==> config.mk <==
export PLATFORM = sky130hd
export DESIGN_NAME = mrf_formatter
export DESIGN_NICKNAME = d
export VERILOG_FILES = /design/src/mrf_pkg.sv /design/src/mrf_field_char.sv /design/src/mrf_formatter.sv
export VERILOG_INCLUDE_DIRS = /design/src /design/src/src
export SDC_FILE = /design/constraint.sdc
export NUM_CORES = 1
export LEC_CHECK = 0
export BUFFER_PORTS_ARGS = -buffer_cell sky130_fd_sc_hd__buf_4
export CAP_MARGIN = 15
export CORE_ASPECT_RATIO = 0.5
export CORE_MARGIN = 2
export CORE_UTILIZATION = 51
export CTS_BUF_LIST = sky130_fd_sc_hd__clkbuf_4
export CTS_CLUSTER_SIZE = 30
export DETAILED_ROUTE_END_ITERATION = 16
export PLACE_DENSITY = 0.82
export REMOVE_ABC_BUFFERS = 1
export SETUP_SLACK_MARGIN = 0.5
export SLEW_MARGIN = 20
export SYNTH_ARGS = -nofsm -noshare
export SYNTH_HDL_FRONTEND = slang
export SYNTH_SLANG_ARGS = --single-unit
export TNS_END_PERCENT = 50
==> constraint.sdc <==
create_clock -name MCLK_IN -period 7.8 [get_ports MCLK_IN]
set_clock_uncertainty 0.1 [all_clocks]
set_input_delay 0 -clock MCLK_IN [delete_from_list [all_inputs] [get_ports MCLK_IN]]
set_output_delay 0 -clock MCLK_IN [all_outputs]
set_load 0.02 [all_outputs]
==> src/mrf_cfg.svh <==
`ifndef MRF_CFG_SVH
`define MRF_CFG_SVH
// ==========================================================
// register byte offsets on the apb window
`define MRF_A_CTRL 8'h00
`define MRF_A_CMD 8'h04
`define MRF_A_STAT 8'h08
`define MRF_A_NPTS 8'h0C
// ==========================================================
// control bits
`define MRF_B_BINARY 0
`define MRF_B_COMP 1
`define MRF_B_LIST 2
`define MRF_B_CONT 3
`define MRF_B_LCOMP 4
// command bits, write-one pulses
`define MRF_C_INIT 0
`define MRF_C_ABORT 1
`define MRF_C_TRIG 2
`define MRF_C_FETCH 3
// status bits
`define MRF_S_HAVE 2
`define MRF_S_BUSY 3
`define MRF_S_ERR 4
// ==========================================================
// reset values and limits
`define MRF_CTRL_RST 5'h00
`define MRF_NPTS_RST 4'h1
`define MRF_MAX_PTS 4'hA
// ==========================================================
// characters
`define MRF_CH_HASH 8'h23
`define MRF_CH_COMMA 8'h2C
`define MRF_CH_LF 8'h0A
`define MRF_CH_PLUS 8'h2B
`define MRF_CH_MINUS 8'h2D
`define MRF_CH_DOT 8'h2E
`define MRF_CH_EXP 8'h45
`define MRF_CH_ZERO 8'h30
`define MRF_CH_NUL 8'h00
// ==========================================================
// field geometry and number constants
`define MRF_ASC_LAST 4'hB
`define MRF_DBL_LAST 4'h7
`define MRF_EXP_BIAS 11'h3FF
`define MRF_OVF_DBL $realtobits(9.9E37)
`define MRF_OVF_DEC 34'h1_3200_0037
`endif

==> src/mrf_pkg.sv <==
package mrf_pkg;
  // ==========================================================
  // remote trigger states
  typedef enum logic [1:0] {TR_IDLE, TR_WAIT, TR_MEAS} mrf_trig_t;
  // output sequencer phases
  typedef enum logic [2:0]
  {
    PH_IDLE, PH_HASH, PH_NDIG, PH_LEN, PH_FLD, PH_COMMA, PH_ZERO, PH_LF
  } mrf_phase_t;
  // decimal value: sign, six mantissa digits, exponent sign, two digits
  typedef struct packed {
    logic neg;
    logic [5:0][3:0] mant;
    logic eneg;
    logic [1:0][3:0] expo;
  } mrf_dec_t;
  // whole state of the formatter
  typedef struct packed {
    mrf_trig_t trig;
    logic have;
    logic err;
    logic [4:0] ctrl;
    logic [3:0] npts;
    mrf_phase_t ph;
    logic [3:0] pt;
    logic [1:0] fld;
    logic [3:0] idx;
    logic [7:0] txd;
    logic txv;
    logic txe;
    logic mstart;
    logic [31:0] rdata;
    logic slverr;
  } mrf_st_t;
endpackage : mrf_pkg

==> src/mrf_field_char.sv <==
`timescale 1ns/1ps
`default_nettype none
`include "mrf_cfg.svh"
module mrf_field_char
  import mrf_pkg::*;
(
  // selection
  input wire logic BIN_MODE_IN,
  input wire logic [1:0] FSEL_IN,
  input wire logic [3:0] IDX_IN,
  // values of the current point
  input wire logic [33:0] PRI_DEC_IN,
  input wire logic [33:0] SEC_DEC_IN,
  input wire logic [63:0] PRI_DBL_IN,
  input wire logic [63:0] SEC_DBL_IN,
  input wire logic signed [2:0] STATUS_IN,
  input wire logic signed [4:0] AUX_IN,
  // character out
  output logic [7:0] BYTE_OUT,
  output logic LAST_OUT
);
  // ==========================================================
  // helpers
  function automatic logic [7:0] dch(input logic [3:0] d);
    dch = `MRF_CH_ZERO | {4'h0, d};
  endfunction : dch

  // small integer to double, exact for magnitudes up to fifteen
  function automatic logic [63:0] int_dbl(input logic signed [4:0] v);
    logic [3:0] m;
    logic [1:0] p;
    logic [63:0] r;
    m = v[4] ? 4'(-v) : v[3:0];
    p = m[3] ? 2'd3 : (m[2] ? 2'd2 : (m[1] ? 2'd1 : 2'd0));
    r = 64'h0;
    if (m != 4'h0)
    begin
      r[63] = v[4];
      r[62:52] = `MRF_EXP_BIAS + {9'h0, p};
      r[51:0] = {m, 48'h0} << (3'd4 - {1'b0, p});
    end
    int_dbl = r;
  endfunction : int_dbl

  // ==========================================================
  // field character selection
  always_comb
  begin
    logic subst;
    mrf_dec_t dec;
    logic [63:0] dbl;
    logic signed [4:0] iv;
    logic [3:0] mag;
    subst = (STATUS_IN == -3'sd1) || (STATUS_IN == 3'sd1) ||
            (STATUS_IN == 3'sd2);
    dec = (FSEL_IN == 2'd0) ? PRI_DEC_IN : SEC_DEC_IN;
    dbl = (FSEL_IN == 2'd0) ? PRI_DBL_IN : SEC_DBL_IN;
    if (subst)
    begin
      dec = `MRF_OVF_DEC;
      dbl = `MRF_OVF_DBL;
    end
    iv = (FSEL_IN == 2'd2) ? {{2{STATUS_IN[2]}}, STATUS_IN} : AUX_IN;
    mag = iv[4] ? 4'(-iv) : iv[3:0];
    BYTE_OUT = `MRF_CH_NUL;
    LAST_OUT = 1'b0;
    if (BIN_MODE_IN)
    begin
      // sign and high exponent first, lowest fraction bit last
      if (FSEL_IN >= 2'd2)
        dbl = int_dbl(iv);
      BYTE_OUT = dbl[6'(63 - 8 * IDX_IN[2:0]) -: 8];
      LAST_OUT = (IDX_IN == `MRF_DBL_LAST);
    end
    else if (FSEL_IN < 2'd2)
    begin
      // fixed twelve characters, sign, digit, point, five, exponent
      LAST_OUT = (IDX_IN == `MRF_ASC_LAST);
      unique case (IDX_IN)
        4'h0: BYTE_OUT = dec.neg ? `MRF_CH_MINUS : `MRF_CH_PLUS;
        4'h1: BYTE_OUT = dch(dec.mant[5]);
        4'h2: BYTE_OUT = `MRF_CH_DOT;
        4'h8: BYTE_OUT = `MRF_CH_EXP;
        4'h9: BYTE_OUT = dec.eneg ? `MRF_CH_MINUS : `MRF_CH_PLUS;
        4'hA: BYTE_OUT = dch(dec.expo[1]);
        4'hB: BYTE_OUT = dch(dec.expo[0]);
        default: BYTE_OUT = dch(dec.mant[3'(7 - IDX_IN)]);
      endcase
    end
    else
    begin
      // sign then one digit, or two when the value reaches ten
      if (IDX_IN == 4'h0)
        BYTE_OUT = iv[4] ? `MRF_CH_MINUS : `MRF_CH_PLUS;
      else if (mag >= 4'hA)
        BYTE_OUT = (IDX_IN == 4'h1) ? dch(4'h1) : dch(mag - 4'hA);
      else
        BYTE_OUT = dch(mag);
      LAST_OUT = (mag >= 4'hA) ? (IDX_IN == 4'h2) : (IDX_IN == 4'h1);
    end
  end
endmodule : mrf_field_char
`default_nettype wire

==> src/mrf_formatter.sv <==
`timescale 1ns/1ps
`default_nettype none
`include "mrf_cfg.svh"
module mrf_formatter
  import mrf_pkg::*;
(
  // clock and reset
  input wire logic MCLK_IN,
  input wire logic RSTN_IN,
  // apb slave
  input wire logic PSEL_IN,
  input wire logic PENABLE_IN,
  input wire logic PWRITE_IN,
  input wire logic [7:0] PADDR_IN,
  input wire logic [31:0] PWDATA_IN,
  output logic [31:0] PRDATA_OUT,
  output logic PREADY_OUT,
  output logic PSLVERR_OUT,
  // measurement engine
  input wire logic TRIG_IN,
  input wire logic MEAS_DONE_IN,
  output logic MEAS_START_OUT,
  output logic [3:0] PT_IDX_OUT,
  input wire logic [33:0] PRI_DEC_IN,
  input wire logic [33:0] SEC_DEC_IN,
  input wire logic [63:0] PRI_DBL_IN,
  input wire logic [63:0] SEC_DBL_IN,
  input wire logic signed [2:0] STATUS_IN,
  input wire logic [3:0] BIN_IN,
  input wire logic signed [1:0] VERDICT_IN,
  // talker byte stream
  output logic [7:0] TX_DATA_OUT,
  output logic TX_VALID_OUT,
  output logic TX_EOI_OUT,
  input wire logic TX_READY_IN
);
  // ==========================================================
  // state and decoded helpers
  mrf_st_t s_r;
  mrf_st_t s_nxt;
  logic [7:0] fbyte;
  logic flast;
  logic bin_mode;
  logic list_mode;
  logic [2:0] nf;
  logic [3:0] np;
  logic [8:0] len;
  logic [1:0] ndig;
  logic signed [4:0] aux;

  // trigger state as a two-bit status code
  function automatic logic [1:0] trig_code(input mrf_trig_t t);
    unique case (t)
      TR_IDLE: trig_code = 2'h0;
      TR_WAIT: trig_code = 2'h1;
      TR_MEAS: trig_code = 2'h2;
      default: trig_code = 2'h3;
    endcase
  endfunction : trig_code

  // access decode, used for both read and write paths
  function automatic logic hit(input logic [7:0] a, input logic [7:0] b);
    hit = (a == b);
  endfunction : hit

  // ==========================================================
  // message geometry
  assign bin_mode = s_r.ctrl[`MRF_B_BINARY];
  assign list_mode = s_r.ctrl[`MRF_B_LIST];
  // list and comparator both add a fourth field per point
  assign nf = (list_mode || s_r.ctrl[`MRF_B_COMP]) ? 3'd4 : 3'd3;
  // out-of-range point counts are clamped so the index never runs away
  assign np = !list_mode ? 4'h1 :
              (s_r.npts == 4'h0) ? 4'h1 :
              (s_r.npts > `MRF_MAX_PTS) ? `MRF_MAX_PTS : s_r.npts;
  assign len = 9'({np, 3'b000} * nf);
  assign ndig = (len >= 9'd100) ? 2'd3 : 2'd2;
  // list sweep carries the verdict if MRF_B_LCOMP is set, else zero; single shots the bin number
  assign aux = list_mode ?
               (s_r.ctrl[`MRF_B_LCOMP] ?
                {{3{VERDICT_IN[1]}}, VERDICT_IN} : 5'sd0) :
               $signed({1'b0, BIN_IN});

  // ==========================================================
  // field character generator
  mrf_field_char u_char
  (
    .BIN_MODE_IN(bin_mode),
    .FSEL_IN(s_r.fld),
    .IDX_IN(s_r.idx),
    .PRI_DEC_IN(PRI_DEC_IN),
    .SEC_DEC_IN(SEC_DEC_IN),
    .PRI_DBL_IN(PRI_DBL_IN),
    .SEC_DBL_IN(SEC_DBL_IN),
    .STATUS_IN(STATUS_IN),
    .AUX_IN(aux),
    .BYTE_OUT(fbyte),
    .LAST_OUT(flast)
  );

  // ==========================================================
  // next state
  always_comb
  begin
    logic wr;
    logic rd_setup;
    logic [31:0] cmd;
    logic load;
    logic [7:0] cur;
    logic lastfld;
    logic lastpt;
    logic [3:0] dg;
    logic fetch_ok;
    s_nxt = s_r;
    cur = `MRF_CH_NUL;
    dg = 4'h0;
    wr = PSEL_IN && PENABLE_IN && PWRITE_IN;
    rd_setup = PSEL_IN && !PENABLE_IN;
    cmd = (wr && hit(PADDR_IN, `MRF_A_CMD)) ? PWDATA_IN : 32'h0;
    s_nxt.mstart = 1'b0;
    // register writes land at the access edge
    if (wr && hit(PADDR_IN, `MRF_A_CTRL))
      s_nxt.ctrl = PWDATA_IN[4:0];
    if (wr && hit(PADDR_IN, `MRF_A_NPTS))
      s_nxt.npts = PWDATA_IN[3:0];
    // read data is prepared in the setup cycle so the answer is a flop
    if (rd_setup)
    begin
      s_nxt.slverr = !(hit(PADDR_IN, `MRF_A_CTRL) ||
                       hit(PADDR_IN, `MRF_A_CMD) ||
                       hit(PADDR_IN, `MRF_A_STAT) ||
                       hit(PADDR_IN, `MRF_A_NPTS));
      s_nxt.rdata = 32'h0;
      if (hit(PADDR_IN, `MRF_A_CTRL))
        s_nxt.rdata[4:0] = s_r.ctrl;
      if (hit(PADDR_IN, `MRF_A_NPTS))
        s_nxt.rdata[3:0] = s_r.npts;
      if (hit(PADDR_IN, `MRF_A_STAT))
      begin
        s_nxt.rdata[1:0] = trig_code(s_r.trig);
        s_nxt.rdata[`MRF_S_HAVE] = s_r.have;
        s_nxt.rdata[`MRF_S_BUSY] = (s_r.ph != PH_IDLE) || s_r.txv;
        s_nxt.rdata[`MRF_S_ERR] = s_r.err;
      end
    end
    // error flag: write one clears, a new error in the same cycle wins
    if (wr && hit(PADDR_IN, `MRF_A_STAT) && PWDATA_IN[`MRF_S_ERR])
      s_nxt.err = 1'b0;

    // ---------------- trigger sequencing
    unique case (s_r.trig)
      TR_IDLE:
      begin
        // continuous with nothing left to read restarts on its own
        if (cmd[`MRF_C_INIT] ||
            (s_r.ctrl[`MRF_B_CONT] && !s_r.have && s_r.ph == PH_IDLE))
          s_nxt.trig = TR_WAIT;
      end
      TR_WAIT:
      begin
        if (cmd[`MRF_C_TRIG] || TRIG_IN)
        begin
          s_nxt.trig = TR_MEAS;
          s_nxt.mstart = 1'b1;
          s_nxt.have = 1'b0;
        end
      end
      TR_MEAS:
      begin
        if (MEAS_DONE_IN)
        begin
          s_nxt.trig = TR_IDLE;
          s_nxt.have = 1'b1;
        end
      end
    endcase

    // ---------------- fetch request
    fetch_ok = (s_r.trig == TR_IDLE) && (s_r.ph == PH_IDLE) && !s_r.txv;
    if (cmd[`MRF_C_FETCH] && fetch_ok)
    begin
      if (!s_r.have)
        s_nxt.err = 1'b1;
      else
      begin
        s_nxt.ph = bin_mode ? PH_HASH : PH_FLD;
        s_nxt.pt = 4'h0;
        s_nxt.fld = 2'd0;
        s_nxt.idx = 4'h0;
      end
    end

    // ---------------- byte of the current phase
    if (s_r.idx == 4'h0 && ndig == 2'd3)
      dg = 4'(len / 9'd100);
    else if ((s_r.idx == 4'h0) || (s_r.idx == 4'h1 && ndig == 2'd3))
      dg = 4'((len / 9'd10) % 9'd10);
    else
      dg = 4'(len % 9'd10);
    unique case (s_r.ph)
      PH_HASH: cur = `MRF_CH_HASH;
      PH_NDIG: cur = `MRF_CH_ZERO | {6'h0, ndig};
      PH_LEN: cur = `MRF_CH_ZERO | {4'h0, dg};
      PH_COMMA: cur = `MRF_CH_COMMA;
      PH_ZERO: cur = `MRF_CH_NUL;
      PH_LF: cur = `MRF_CH_LF;
      default: cur = fbyte;
    endcase

    // output flop takes a byte whenever it is empty or being drained
    load = (s_r.ph != PH_IDLE) && (!s_r.txv || TX_READY_IN);
    if (s_r.txv && TX_READY_IN)
      s_nxt.txv = 1'b0;
    if (load)
    begin
      s_nxt.txd = cur;
      s_nxt.txv = 1'b1;
      s_nxt.txe = (s_r.ph == PH_LF);
    end
    lastfld = ({1'b0, s_r.fld} == nf - 3'd1);
    lastpt = (s_r.pt == np - 4'h1);

    // ---------------- sequencer advance
    if (load)
    begin
      unique case (s_r.ph)
        PH_HASH: s_nxt.ph = PH_NDIG;
        PH_NDIG:
        begin
          s_nxt.ph = PH_LEN;
          s_nxt.idx = 4'h0;
        end
        PH_LEN:
        begin
          s_nxt.idx = s_r.idx + 4'h1;
          if (s_r.idx == {2'b00, ndig} - 4'h1)
          begin
            s_nxt.ph = PH_FLD;
            s_nxt.idx = 4'h0;
          end
        end
        PH_FLD:
        begin
          s_nxt.idx = s_r.idx + 4'h1;
          if (flast)
          begin
            s_nxt.idx = 4'h0;
            if (lastfld && lastpt)
              s_nxt.ph = bin_mode ? PH_ZERO : PH_LF;
            else
            begin
              // binary fields butt together, ascii ones take a comma
              s_nxt.ph = bin_mode ? PH_FLD : PH_COMMA;
              s_nxt.fld = lastfld ? 2'd0 : s_r.fld + 2'd1;
              if (lastfld)
                s_nxt.pt = s_r.pt + 4'h1;
            end
          end
        end
        PH_COMMA: s_nxt.ph = PH_FLD;
        PH_ZERO: s_nxt.ph = PH_LF;
        PH_LF:
        begin
          s_nxt.ph = PH_IDLE;
          if (s_r.ctrl[`MRF_B_CONT])
            s_nxt.trig = TR_WAIT;
        end
        default: s_nxt.ph = PH_IDLE;
      endcase
    end

    // ---------------- abort overrides everything in flight
    if (cmd[`MRF_C_ABORT])
    begin
      s_nxt.trig = TR_IDLE;
      s_nxt.have = 1'b0;
      s_nxt.ph = PH_IDLE;
      s_nxt.txv = 1'b0;
      s_nxt.txe = 1'b0;
      s_nxt.mstart = 1'b0;
    end
  end

  // ==========================================================
  // state register
  always_ff @(posedge MCLK_IN or negedge RSTN_IN)
  begin
    if (!RSTN_IN)
    begin
      s_r <= '0;
      s_r.trig <= TR_IDLE;
      s_r.ph <= PH_IDLE;
      s_r.ctrl <= `MRF_CTRL_RST;
      s_r.npts <= `MRF_NPTS_RST;
    end
    else
      s_r <= s_nxt;
  end

  // ==========================================================
  // outputs
  assign PRDATA_OUT = s_r.rdata;
  assign PREADY_OUT = 1'b1;
  assign PSLVERR_OUT = s_r.slverr && PSEL_IN && PENABLE_IN;
  assign MEAS_START_OUT = s_r.mstart;
  assign PT_IDX_OUT = s_r.pt;
  assign TX_DATA_OUT = s_r.txd;
  assign TX_VALID_OUT = s_r.txv;
  assign TX_EOI_OUT = s_r.txe && s_r.txv;
endmodule : mrf_formatter
`default_nettype wire

Word level (Yosys, flattened, before mapping). Cells that the tools add are included.

Flip-flop bits (word level): 43. Bits of input ports: 253.

Add/sub/neg operators: 12. Multipliers: 1. Div/mod/pow operators: 4. Order comparisons: 6. Equal/unequal tests: 29. Shifts and indexed selects: 2. Muxes and demuxes: 75. Reduce and logical (&&, ||, !) cells: 48.

Operators with widths (count): two-way mux 64 bit (5); variable part select 71 x 7 -> 8 bit (1); two-way mux 34 bit (2); one-hot mux 8 bit (7 select lines) (1); two-way mux 13 bit (4); left shift 52 x 3 -> 52 bit (1); two-way mux 4 bit (12); one-hot mux 8 bit (6 select lines) (1); two-way mux 3 bit (11); two-way mux 8 bit (4); two-way mux 5 bit (5); logical AND 1 bit (21); modulo 9 x 4 -> 9 bit (second input constant) (2); two-way mux 2 bit (9); one-hot mux 3 bit (6 select lines) (1); == test 4 bit (second input constant) (4); == test 8 x 4 -> 1 bit (second input constant) (2); == test 3 bit (second input constant) (5); two-way mux 1 bit (13); binary-select mux 4 bit (select 3 bit) (1); two-way mux 6 bit (2); one-hot mux 2 bit (3 select lines) (2); one-hot mux 4 bit (3 select lines) (1); adder 10 x 2 -> 11 bit (first input constant) (1); other kinds (41) (66).

Logic depth before layout (Yosys ltp).
Depth after elaboration: 16. Mapped depth: 33.

Cells and area by module. A second synthesis with hierarchy kept.

Cell total of the unflattened synthesis: 1018. Area, all modules: 7790.0 µm².

By module, submodules not included: mrf_formatter (instances 1, cells each 628, area each 4999.8 µm²); mrf_field_char (instances 1, cells each 390, area each 2790.2 µm²).

Worst setup path after synthesis. OpenSTA, ideal clock, no wires.

Path kind: register -> register. Start: register s_r (netlist bit list_mode). End: register s_r (netlist bit TX_DATA_OUT[3]). Arrival time: 6.541 ns. Required time: 7.606 ns. Setup slack: 1.065 ns. Stages on the path, launching flop included: 32. Clock period less this slack: 6.735 ns. Path through: dfrtp_1 -> or2_2 -> inv_1 -> clkbuf_1 -> buf_1 -> nor2_1 -> ha_1 -> ha_1 -> clkbuf_1 -> clkinv_1 -> ha_1 -> nand2b_1 -> nor4_1 -> o21ai_0 -> o221ai_1 -> ha_1 -> o41ai_1 -> o2bb2a_1 -> nor2_2 -> xnor2_1 -> ha_1 -> a211oi_1 -> o21bai_1 -> and2_1 -> ha_1 -> nand2b_1 -> o22ai_1 -> and4_4 -> o31a_1 -> o211ai_2 -> nand3_2 -> a221oi_2.

Cells in the longest elaborated chain, start to end: 15.

Ends and longest elaborated chain: start: declaration (RTL line mrf_formatter.sv:39) `mrf_st_t s_r;`; start signal: assignment (RTL line mrf_formatter.sv:297) `s_r <= s_nxt;`; parallel branches: the longest is 14 deep, another holds divider 9 x 4 -> 9 bit; one-hot mux 8 bit (6 select lines) * (RTL line mrf_formatter.sv:200) `unique case (s_r.ph)`.

Mark *: on every way between the ends. The select of a mux whose other input is x is not followed. A chain may end at the register's enable or synchronous reset.

Final worst setup path. Same ends and word-level chain as after synthesis.

==> metrics.txt <==
run status=finished, final reports clean; post-route ant nets=0; M1 GR Usage=between 40% and 50%; R2R setup slack=1.08 ns; Max Buffers Root-to-Sink=2; RSZ-0062 raised after global routing=false; hpwl dp=18.80 mm; Worst EP arrival=just under 7 ns; Sequential Area=1081 um2; number of synthesized flops with an enable pin=0; WP data required=approximately 8 ns; slew of the pin with the lowest slew margin=~1.0 ns; worst min path class=in2async; Die X=170.8 um; fin nets=1,412; synth warn=0; count leader, synth=nand2_1; wire length per cell=between 15 and 20 um; # Post-CTS Setup Buffers=0; Crit. End Element=register; die area=14,920 um2; vias per cell=6.171; Final Wtd Congestion=around 0.96; Setup-failing EPs final=0; top post-synthesis cells by count=92 x nand2_1, 71 x nor2_1, 67 x o21ai_0, 63 x a21oi_1, 49 x clkbuf_1; met2 Use GR=53.55%; Pwr per Cell Area=194.5 nW/um2; I/O Buffers=246; R2R depth=27; H-tree levels=2; Via Count=8,146; Hold Vio Cnt, Final=0; Netlist cell types=82; CP Depth=27; die height=87.39 um; Clk Latency, worst-skew pair=~0.38 ns; Seq cells post-synth=43; IO Count=302; critical path launch point type=register; Yosys top cell area share=14.82%; clk sinks=43; Area Growth Syn to Fin=27.47%; ANT cells=0; Pleak=0.004131 uW; Worst-path clk slew=0.15 ns; mapped cell area=7092 um2; min cycle time layout=6.716 ns; Row Count=30; CP bufs+invs=2; part of the cycle the worst path needs=86.10%; GRT Max-Usage Layer=met2; cells after synthesis=923; FMAX=0.1489 GHz; Top FF cell, synth=dfrtp_1; Max Cap Viol=0; TritonCTS clock tree=built; Fillers=1,172; Detailed Route WL=about 24 mm; CP Class=reg2reg; global route overflow=0; GR Util All Layers=31.77%; first-pass GRT wire length=38.34 mm; most used cell, CP=ha_1; async set-reset flop share out of synthesis=100.0%; final core occ=66.71%; Max FO, Critical Path=16; first drt pass iteration count=5; area of the multi-input gates=5430 um2; hold slack=between 0.02 and 0.025 ns; DRC=0; worst IR drop on VDD=0.0001030 V; cell taking the most area after synthesis=dfrtp_1; initial antenna violation count=0; Num CTS Buffers=5; highest cell delay on the worst timing path=0.56 ns; ratio of cells with drive above 1 in the final layout=just over 30%; syn avg cell area=7.683 um2; starting density of the core=between 50% and 60%; sequential fraction of the synthesis area=around 15%; Place WS=1.038 ns; M3 GR Usage=4.089%; Clock Tree Root=clkbuf_4; Crit path max-delay family=compound AO/OA/AOI/OAI gates; Slew Viols, Final=0; Worst path slowest cell=dfrtp_2; top cells by area, synth=dfrtp_1 15%, mux4_2 8.6%, mux2i_1 6.5%; setup TNS=0 ns; Core Box Area=around 14,000 um2; initial drt markers=804; largest net degree at the start of global routing=56; Setup WS post-layout=roughly 1.1 ns; worst-case headroom to the max-slew limit=32.62%; vias in the first global route=around 7,600
-- cells by family after synthesis --
kind of cell             count (synthesis)  share of synthesized area (%)
multiplexers                            93                          18.24
other                                    2                         0.1059
XOR/XNOR                                13                          1.711
AO/OA/AOI/OAI                          296                          27.89
flip-flops                              43                          15.19
AND/OR/NAND/NOR                        304                          20.66
buffers and inverters                  138                          10.16
adder cells (fa/ha/maj)                 34                          6.034
-- flip-flops by register name, indices dropped and copies added (netlist names) --
name            cells
list_mode           1
TX_VALID_OUT        1
PRDATA_OUT          5
TX_DATA_OUT         8
bin_mode            1
PT_IDX_OUT          4
MEAS_START_OUT      1
s_r                22
-- path summary, 6_finish.rpt --
| path | start | end |
|---|---|---|
| max in group asynchronous | RSTN_IN | s_r[60] |
| hold / removal | RSTN_IN | TX_DATA_OUT[1] |
| min in group MCLK_IN | PWRITE_IN | s_r[66] |
| setup / recovery | list_mode | TX_DATA_OUT[3] |
| setup reg to reg | list_mode | TX_DATA_OUT[3] |
| hold reg to reg | PRDATA_OUT[0] | PRDATA_OUT[0] |
-- area by class of cell --
class	count	share of cell area, %
clock buffers	5	0.4152
clock inverters	3	0.2630
inverters	30	1.246
multi-input cells	771	60.07
flip-flops and latches	43	11.96
well taps	192	2.657
repair buffers	276	23.39
-- stage by stage --
step	power [uW]	area [um2]	std cells
floorplan	1218	6593	844
global placement	1566	8795	1295
detailed placement	1591	8795	1295
CTS	1721	9026	1320
global route	1887	9040	1320
finish	1759	9040	1320
-- cell usage in the layout, fill, tap and decap left out, drive strengths merged, types with 11 or more instances in the layout --
cell,instances
nand2,92
dfrtp,42
nand2b,13
mux2,20
inv,30
mux2i,46
o31ai,11
o21ai,70
nand4,12
a211oi,19
mux4,27
ha,31
dlygate4sd3,17
a21oi,65
nor3,36
a31oi,20
buf,259
nor2,73
conb,31
o22ai,14
nand3,26
-- power breakdown --
part	internal, uW	switching, uW
Combinational	559	747
Sequential	264	66.6
Clock	36.2	85.8
Total	860	899
-- what timing repair did --
item	in CTS	in global routing
hold buffers	17	0
endpoints found under the hold margin	64	0
resized for setup	0	5
endpoints found under the setup margin	0	4
-- metal layers --
metal	up-vias	part of all wire, %
li1	3837	-
met1	3806	42
met2	447	47
met3	56	8.8
met4	0	2.3
met5	-	0
(Power assumes the default switching activity.)
